--- src/pkg/table_protect_pkg.sv ---
// Address map, field layout and reset values of the table access protection block
package table_protect_pkg;
    localparam int ADDR_W = 22;
    localparam int DATA_W = 8;
    localparam int BLOCK_COUNT = 4;
    localparam int BLOCK_SHIFT = 13;
    // Program memory regions
    localparam logic [21:0] BOOT_LIMIT = 22'h000800;
    localparam logic [21:0] USER_LIMIT = 22'h008000;
    // Configuration and identification space
    localparam logic [21:0] CFG_CP_LOW_ADDR = 22'h300008;
    localparam logic [21:0] CFG_CP_HIGH_ADDR = 22'h300009;
    localparam logic [21:0] CFG_WP_LOW_ADDR = 22'h30000a;
    localparam logic [21:0] CFG_WP_HIGH_ADDR = 22'h30000b;
    localparam logic [21:0] CFG_RP_LOW_ADDR = 22'h30000c;
    localparam logic [21:0] CFG_RP_HIGH_ADDR = 22'h30000d;
    localparam logic [21:0] DEVID_LOW_ADDR = 22'h3ffffe;
    localparam logic [21:0] DEVID_HIGH_ADDR = 22'h3fffff;
    // Field positions
    localparam int DATA_PROT_BIT = 7;
    localparam int BOOT_PROT_BIT = 6;
    localparam int BLOCK_LSB = 0;
    // Unprogrammed values: all ones means no protection
    localparam logic PROT_RESET = 1'b1;
    localparam logic [3:0] BLOCK_PROT_RESET = 4'hf;
    // Identification word, value arbitrary
    localparam logic [15:0] DEVICE_ID_DEFAULT = 16'h5a30;
endpackage

--- src/region_decode.sv ---
// Splits a program memory address into boot region or user block index
`timescale 1ns/1ps
module region_decode
    import table_protect_pkg::*;
(
    input wire logic [ADDR_W-1:0] i_addr,
    output logic o_is_boot,
    output logic o_is_user,
    output logic [1:0] o_block_index
);
    always_comb begin
        o_is_boot = (i_addr < BOOT_LIMIT);
        o_is_user = (i_addr >= BOOT_LIMIT) && (i_addr < USER_LIMIT);
        o_block_index = i_addr[BLOCK_SHIFT+1:BLOCK_SHIFT];
    end
endmodule // region_decode

--- src/table_access_code_protect.sv ---
// Protection gate between table accesses, the external programmer and memory
//Function
//- Upper byte bit 7 set leaves data EEPROM open, clear protects it externally.
//- Upper byte bit 6 set leaves boot region open, clear code-protects it.
//- Unused bits of both protection bytes read as zero.
//- Block write-protect bit clear suppresses every table write into that block.
//- All protection bits are one when unprogrammed; software can only clear them.
//- Code-protect bits restrict only the external programmer, never normal execution.
//- Read-protected block still readable by table reads executing inside it.
//- Table reads from outside a read-protected block return zeros.
//- Writes move protection bits only from one to zero, never back.
//- Only system reset or programmer chip or block erase returns protection bits to one.
//- Unprotected, table reads and writes reach every program memory location.
//- Configuration bytes readable and writable by table ops; identification word readable.
`timescale 1ns/1ps
module table_access_code_protect
    import table_protect_pkg::*;
#(
    parameter logic [15:0] DEVICE_ID = DEVICE_ID_DEFAULT
) (
    input wire logic i_clk,
    input wire logic i_sys_rst,
    input wire logic i_prog_mode,
    input wire logic i_tbl_rd,
    input wire logic i_tbl_wr,
    input wire logic [ADDR_W-1:0] i_table_pointer,
    input wire logic [ADDR_W-1:0] i_exec_addr,
    input wire logic [DATA_W-1:0] i_tbl_wdata,
    input wire logic i_prog_rd,
    input wire logic i_prog_wr,
    input wire logic i_prog_eeprom,
    input wire logic [ADDR_W-1:0] i_prog_addr,
    input wire logic [DATA_W-1:0] i_prog_wdata,
    input wire logic i_prog_chip_erase,
    input wire logic i_prog_block_erase,
    input wire logic [DATA_W-1:0] i_mem_rdata,
    output logic o_mem_rd,
    output logic o_mem_wr,
    output logic o_mem_eeprom,
    output logic [ADDR_W-1:0] o_mem_addr,
    output logic [DATA_W-1:0] o_mem_wdata,
    output logic [DATA_W-1:0] o_rd_data,
    output logic o_rd_done,
    output logic o_rd_blocked,
    output logic o_wr_blocked,
    output logic [DATA_W-1:0] o_code_protect_config_high,
    output logic [DATA_W-1:0] o_write_protect_config_low
);
    // ************************************************************
    // Protection bits
    // ************************************************************
    logic data_mem_protect;
    logic boot_region_protect;
    logic boot_write_protect;
    logic boot_read_protect;
    logic [BLOCK_COUNT-1:0] block_code_protect;
    logic [BLOCK_COUNT-1:0] block_write_protect;
    logic [BLOCK_COUNT-1:0] block_read_protect;

    // ************************************************************
    // Request selection and decode
    // ************************************************************
    logic src_rd, src_wr, src_ee;
    logic [ADDR_W-1:0] src_addr;
    logic [DATA_W-1:0] src_wdata;
    logic ptr_boot, ptr_user, exec_boot, exec_user;
    logic [1:0] ptr_idx, exec_idx;
    logic cfg_hit, id_hit, mem_hit, same_region;
    logic rd_prot, wr_prot, cp_prot, rd_block, wr_block;
    logic [DATA_W-1:0] cfg_value;

    // Programmer owns the port while in programming mode
    assign src_rd = i_prog_mode ? i_prog_rd : i_tbl_rd;
    assign src_wr = i_prog_mode ? i_prog_wr : i_tbl_wr;
    assign src_ee = i_prog_mode & i_prog_eeprom;
    assign src_addr = i_prog_mode ? i_prog_addr : i_table_pointer;
    assign src_wdata = i_prog_mode ? i_prog_wdata : i_tbl_wdata;

    region_decode u_ptr_decode (
        .i_addr(src_addr),
        .o_is_boot(ptr_boot),
        .o_is_user(ptr_user),
        .o_block_index(ptr_idx)
    );

    region_decode u_exec_decode (
        .i_addr(i_exec_addr),
        .o_is_boot(exec_boot),
        .o_is_user(exec_user),
        .o_block_index(exec_idx)
    );

    always_comb begin
        cfg_hit = !src_ee && (src_addr >= CFG_CP_LOW_ADDR) && (src_addr <= CFG_RP_HIGH_ADDR);
        id_hit = !src_ee && (src_addr >= DEVID_LOW_ADDR);
        mem_hit = src_ee || (!cfg_hit && !id_hit);
        same_region = (ptr_boot && exec_boot) || (ptr_user && exec_user && ptr_idx == exec_idx);
        rd_prot = ptr_boot ? !boot_read_protect : ptr_user && !block_read_protect[ptr_idx];
        wr_prot = ptr_boot ? !boot_write_protect : ptr_user && !block_write_protect[ptr_idx];
        cp_prot = src_ee ? !data_mem_protect :
            ptr_boot ? !boot_region_protect :
            ptr_user && !block_code_protect[ptr_idx];
        // Core side: read-protect honours the executing block, CP ignored
        if (i_prog_mode) begin
            rd_block = mem_hit && cp_prot;
            wr_block = mem_hit && cp_prot;
        end else begin
            rd_block = mem_hit && rd_prot && !same_region;
            wr_block = mem_hit && wr_prot;
        end
        case (src_addr)
            CFG_CP_LOW_ADDR: cfg_value = {4'h0, block_code_protect};
            CFG_CP_HIGH_ADDR: cfg_value = o_code_protect_config_high;
            CFG_WP_LOW_ADDR: cfg_value = o_write_protect_config_low;
            CFG_WP_HIGH_ADDR: cfg_value = {1'b0, boot_write_protect, 6'h00};
            CFG_RP_LOW_ADDR: cfg_value = {4'h0, block_read_protect};
            CFG_RP_HIGH_ADDR: cfg_value = {1'b0, boot_read_protect, 6'h00};
            DEVID_LOW_ADDR: cfg_value = DEVICE_ID[7:0];
            DEVID_HIGH_ADDR: cfg_value = DEVICE_ID[15:8];
            default: cfg_value = 8'h00;
        endcase
    end

    // Unused positions are never stored, so they read back as zero
    assign o_code_protect_config_high = {data_mem_protect, boot_region_protect, 6'h00};
    assign o_write_protect_config_low = {4'h0, block_write_protect};

    // ************************************************************
    // Configuration update: clear by write, set only by erase or reset
    // ************************************************************
    logic cfg_wr, blk_erase_boot;
    logic [BLOCK_COUNT-1:0] blk_erase_sel;
    assign cfg_wr = src_wr && cfg_hit;
    assign blk_erase_boot = i_prog_mode && i_prog_block_erase && ptr_boot;

    genvar g;
    generate
        for (g = 0; g < BLOCK_COUNT; g++) begin : g_block
            assign blk_erase_sel[g] = i_prog_mode && i_prog_block_erase && ptr_user
                && ptr_idx == 2'(g);
            always_ff @(posedge i_clk) begin
                if (i_sys_rst) begin
                    block_code_protect[g] <= BLOCK_PROT_RESET[g];
                    block_write_protect[g] <= BLOCK_PROT_RESET[g];
                    block_read_protect[g] <= BLOCK_PROT_RESET[g];
                end else if ((i_prog_mode && i_prog_chip_erase) || blk_erase_sel[g]) begin
                    block_code_protect[g] <= 1'b1;
                    block_write_protect[g] <= 1'b1;
                    block_read_protect[g] <= 1'b1;
                end else if (cfg_wr) begin
                    // AND with the written value: a one never sets a cleared bit
                    if (src_addr == CFG_CP_LOW_ADDR)
                        block_code_protect[g] <= block_code_protect[g] & src_wdata[g];
                    if (src_addr == CFG_WP_LOW_ADDR)
                        block_write_protect[g] <= block_write_protect[g] & src_wdata[g];
                    if (src_addr == CFG_RP_LOW_ADDR)
                        block_read_protect[g] <= block_read_protect[g] & src_wdata[g];
                end
            end
        end
    endgenerate

    always_ff @(posedge i_clk) begin
        if (i_sys_rst) begin
            data_mem_protect <= PROT_RESET;
            boot_region_protect <= PROT_RESET;
            boot_write_protect <= PROT_RESET;
            boot_read_protect <= PROT_RESET;
        end else if (i_prog_mode && i_prog_chip_erase) begin
            data_mem_protect <= 1'b1;
            boot_region_protect <= 1'b1;
            boot_write_protect <= 1'b1;
            boot_read_protect <= 1'b1;
        end else if (blk_erase_boot) begin
            boot_region_protect <= 1'b1;
            boot_write_protect <= 1'b1;
            boot_read_protect <= 1'b1;
        end else if (cfg_wr) begin
            if (src_addr == CFG_CP_HIGH_ADDR) begin
                data_mem_protect <= data_mem_protect & src_wdata[DATA_PROT_BIT];
                boot_region_protect <= boot_region_protect & src_wdata[BOOT_PROT_BIT];
            end
            if (src_addr == CFG_WP_HIGH_ADDR)
                boot_write_protect <= boot_write_protect & src_wdata[BOOT_PROT_BIT];
            if (src_addr == CFG_RP_HIGH_ADDR)
                boot_read_protect <= boot_read_protect & src_wdata[BOOT_PROT_BIT];
        end
    end

    // ************************************************************
    // Memory port, one cycle after the request
    // ************************************************************
    always_ff @(posedge i_clk) begin
        if (i_sys_rst) begin
            o_mem_rd <= 1'b0;
            o_mem_wr <= 1'b0;
            o_wr_blocked <= 1'b0;
        end else begin
            o_mem_rd <= src_rd && mem_hit && !rd_block;
            o_mem_wr <= src_wr && mem_hit && !wr_block;
            o_wr_blocked <= src_wr && mem_hit && wr_block;
        end
    end

    always_ff @(posedge i_clk) begin
        if (i_sys_rst) begin
            o_mem_eeprom <= 1'b0;
            o_mem_addr <= '0;
            o_mem_wdata <= '0;
        end else if (src_rd || src_wr) begin
            o_mem_eeprom <= src_ee;
            o_mem_addr <= src_addr;
            o_mem_wdata <= src_wdata;
        end
    end

    // ************************************************************
    // Read return, three cycles after the request
    // ************************************************************
    // Memory is synchronous, so its data lags the strobe by a cycle
    logic [1:0] rd_pend, rd_from_mem, rd_blk;
    logic [DATA_W-1:0] rd_val1, rd_val2;

    always_ff @(posedge i_clk) begin
        if (i_sys_rst) begin
            rd_pend <= 2'b00;
            rd_from_mem <= 2'b00;
            rd_blk <= 2'b00;
            rd_val1 <= '0;
            rd_val2 <= '0;
        end else begin
            rd_pend <= {rd_pend[0], src_rd};
            rd_from_mem <= {rd_from_mem[0], src_rd && mem_hit && !rd_block};
            rd_blk <= {rd_blk[0], src_rd && rd_block};
            rd_val1 <= (mem_hit || !src_rd) ? 8'h00 : cfg_value;
            rd_val2 <= rd_val1;
        end
    end

    always_ff @(posedge i_clk) begin
        if (i_sys_rst) begin
            o_rd_done <= 1'b0;
            o_rd_blocked <= 1'b0;
            o_rd_data <= '0;
        end else begin
            o_rd_done <= rd_pend[1];
            o_rd_blocked <= rd_blk[1];
            o_rd_data <= rd_from_mem[1] ? i_mem_rdata : rd_val2;
        end
    end
endmodule // table_access_code_protect
--- config.mk ---
export PLATFORM = sky130hd
export DESIGN_NAME = table_access_code_protect
export DESIGN_NICKNAME = d
export VERILOG_FILES = /design/src/pkg/table_protect_pkg.sv /design/src/region_decode.sv /design/src/table_access_code_protect.sv
export SDC_FILE = /design/constraint.sdc
export NUM_CORES = 1
export LEC_CHECK = 0
export BUFFER_PORTS_ARGS = -buffer_cell sky130_fd_sc_hd__buf_2
export CORE_MARGIN = 10
export CORE_UTILIZATION = 48
export DETAILED_ROUTE_END_ITERATION = 6
export GPL_ROUTABILITY_DRIVEN = 1
export GPL_TIMING_DRIVEN = 1
export PLACE_DENSITY = 0.86
export SKIP_CTS_REPAIR_TIMING = 1
export SLEW_MARGIN = 25
export SYNTH_ARGS = -nofsm -noshare
export SYNTH_HDL_FRONTEND = slang
export SYNTH_SLANG_ARGS = --single-unit
--- constraint.sdc ---
create_clock -name i_clk -period 2.5 [get_ports i_clk]
set_clock_uncertainty 0.1 [all_clocks]
set_input_delay 0.125 -clock i_clk [delete_from_list [all_inputs] [get_ports i_clk]]
set_output_delay 0.125 -clock i_clk [all_outputs]
set_load 0.01 [all_outputs]
==> flow_summary.json <==
{
  "wire_per_inst_um": 18.6,
  "portBuffers": 138,
  "critPathTopFamily": "simple AND/OR/NAND/NOR gates",
  "r2r_slack_ns": 0.96,
  "status": "complete, no violations",
  "finalWorstSetupSlack_ns": 0.429,
  "gp_congestion": 0.931,
  "cp.depth": 7,
  "drt-total-wl_um": 12600,
  "num_vias": 3783,
  "grt_setup_unrepaired": "no",
  "hold_path_startpoint": "i_tbl_wdata[5]",
  "max-cap-violations": 0,
  "grt_pass1_wl_um": 19200,
  "setup_viol": 0,
  "seq_area_frac_synth_pct": 41.6,
  "holdWs_ns": 0.0169,
  "cp_num_buf_inv": 1,
  "path_clk_slew_ns": 0.09,
  "cts_buffers": 9,
  "ir_drop_v": 0.000287,
  "dieArea_mm2": 0.0121,
  "fin_setup_tns_ns": 0,
  "crit_fanout": 8,
  "final-hold-violation-count": 0,
  "htree_levels": 3,
  "synth-seq-cells": 81,
  "cp_slowest_cell": "or4b_4",
  "viasPerCell": 5.60,
  "drt_iter0_markers": 235,
  "critical_path.cell_chain": "buf_2, nor4b_4, nand3_2, or4b_4, a2111o_1, o31ai_1, nand2_1",
  "critical-path-max-stage-delay_ns": 0.56,
  "fin_util_pct": 64.8,
  "cts_root_buf": "clkbuf_8",
  "dp_hpwl_um": 9960,
  "hp-class": "in -> reg",
  "yosys_warnings": 0,
  "post-place-ws_ns": 0.0770,
  "fp.coreArea_mm2": 0.00781,
  "fmax_mhz": 483,
  "syn_inst": 420,
  "drtPass1Iterations": 5,
  "dieWidth_um": 110,
  "synth_edf_count": 0,
  "synth_cell_type_count": 53,
  "clock-sinks": 81,
  "startpoint": "i_prog_addr[18]",
  "grt_overflow": 0,
  "dpl_cell_area_mm2": 0.00472,
  "track_usage_pct": 20.0,
  "num_rows": 32,
  "stdcell_area_mm2": 0.00506,
  "min_to": "o_mem_wdata[5]",
  "grt_max_degree": 40,
  "avgSynthCellArea_um2": 9.27,
  "initial_core_util_pct": 49.9,
  "fp.dieH_um": 110,
  "r2r-start": "block_read_protect[2]",
  "grt_pass1_vias": 3788,
  "relSlewSlack_pct": 47.7,
  "required_ns": 2.64,
  "crit_path_end_kind": "register",
  "cts_buffer_depth": 2,
  "synthFlopType": "dfxtp_1",
  "period_share_pct": 82.8,
  "dpl.cell_count": 651,
  "cts_tree": "built",
  "r2r_cells": 6,
  "ant_nets": 0,
  "period_minus_slack_ns": 2.07,
  "clk_latency_ns": 0.36,
  "worstMarginPinSlew_ns": 0.777,
  "arrival_ns": 2.22,
  "syn_to_final_growth_pct": 29.9,
  "antenna_found_initial": 0,
  "nNetsFinal": 668,
  "r2r-end": "rd_from_mem[0]",
  "final_cells": 676,
  "syn_area_mm2": 0.00389,
  "p_leak_nw": 2.34,
  "layout-drive-gt1-share_pct": 32.6,
  "total_power_mw": 3.08,
  "power.density_mw_per_mm2": 608,
  "route.detailed.drc": 0,
  "cp-start-kind": "primary input",
  "filler_cell_count": 678,
  "io_pins": 160,
  "maxSlewViolCount": 0,
  "hold_depth": 3,
  "synthArstFlopShare_pct": 0,
  "critical_path_class": "in -> reg"
}
==> worst register-to-register path, cell delays in order (launching register included) <==
cell and delay [ns]:
dfxtp_1 0.34, inv_1 0.05, mux2i_1 0.19, mux2i_1 0.11
a31o_2 0.28, a21oi_1 0.23, and3_1 0.20
==> kinds of logic after synthesis <==
logic type / Yosys count / share of synthesized area [%]
buffers and inverters: 43 / 5.56
AND/OR/NAND/NOR: 146 / 20.7
flip-flops: 81 / 41.6
XOR/XNOR: 1 / 0.225
other: 1 / 0.0963
multiplexers: 55 / 14.5
AO/OA/AOI/OAI: 93 / 17.3
==> power breakdown <==
group	leakage (nW)	switching [mW]	internal, mW
Clock	0.130	0.539	0.688
Sequential	0.663	0.0265	1.34
Combinational	1.55	0.272	0.209
==> Yosys cell counts (2+ instances only) <==
| cell type | n | share of area (%) |
|---|---|---|
| nor3_1 | 8 | 1.0 |
| nand2b_1 | 2 | 0.32 |
| nand4_1 | 6 | 0.96 |
| o21ai_0 | 6 | 0.77 |
| and4b_1 | 5 | 1.3 |
| dfxtp_1 | 81 | 42 |
| mux2i_1 | 46 | 12 |
| and3_1 | 7 | 1.1 |
| nand2_1 | 14 | 1.3 |
| buf_4 | 13 | 2.5 |
| nor4b_4 | 2 | 1.2 |
| or4_1 | 2 | 0.39 |
| nand4b_1 | 2 | 0.45 |
| clkbuf_1 | 15 | 1.4 |
| a22o_1 | 5 | 1.1 |
| nand3_1 | 4 | 0.51 |
| a31oi_1 | 6 | 0.96 |
| mux2_2 | 8 | 2.3 |
| a22oi_1 | 6 | 1.2 |
| nor2b_1 | 19 | 3.1 |
| o31ai_1 | 8 | 1.5 |
| nor2_1 | 61 | 5.9 |
| or3_1 | 3 | 0.48 |
| inv_1 | 9 | 0.87 |
| a211oi_1 | 31 | 6.0 |
| nor4_1 | 4 | 0.64 |
| a21oi_1 | 14 | 1.8 |
| and3b_1 | 2 | 0.45 |
| buf_2 | 5 | 0.64 |
| a2bb2oi_1 | 2 | 0.45 |
| o32a_1 | 2 | 0.51 |
==> cells in the final DEF (no fill, tap or decap), types with 7 or more instances in the layout <==
cell | synthesis | final
mux2_2 | 8 | 8
nor2_1 | 61 | 61
nor2b_1 | 19 | 19
dlygate4sd3_1 | 0 | 8
clkbuf_8 | 0 | 9
buf_4 | 13 | 14
and3_1 | 7 | 7
buf_2 | 5 | 138
nand2_1 | 14 | 14
mux2i_1 | 46 | 46
dfxtp_1 | 81 | 81
inv_1 | 9 | 9
a21oi_1 | 14 | 13
a211oi_1 | 31 | 31
conb_1 | 1 | 10
nor3_1 | 8 | 8
o31ai_1 | 8 | 8
==> per-layer routing <==
layer  up-vias  part of all wire, %  track usage, %
met1      1749                   41            24.8
met4         0                  2.2            7.90
li1       1829                    -               -
met2       180                   48            33.1
met5         -                    0               0
met3        25                  8.7            4.29
==> how the worst max path moves through the flow <==
stage                                          to  slack, ns
floorplan                   block_code_protect[1]       0.37
global placement    o_write_protect_config_low[2]       0.11
finish                      block_code_protect[3]       0.43
global route                block_code_protect[3]       0.31
CTS                         block_code_protect[3]       0.46
detailed placement          block_code_protect[3]       0.08
==> sequential cells by signal, indices dropped and copies added, names as in the netlist, 2 cells and up <==
name / flops
o_mem_addr: 22
block_code_protect: 4
block_read_protect: 4
rd_from_mem: 2
o_rd_data: 8
rd_pend: 2
rd_val1: 8
o_write_protect_config_low: 4
rd_blk: 2
o_mem_wdata: 8
rd_val2: 8
==> area by class of cell <==
cell class / instances / area (um2) / area share (%)
Timing Repair Buffer: 162 / 916 / 18.1
Multi-Input combinational cell: 305 / 2100 / 41.5
Clock buffer: 9 / 124 / 2.45
Antenna cell: 1 / 2.50 / 0.0495
Tap cell: 102 / 128 / 2.52
Sequential cell: 81 / 1620 / 32.0
Clock inverter: 7 / 133 / 2.62
Inverter: 9 / 33.8 / 0.668
No activity file was read; power rests on OpenSTA's default activity.
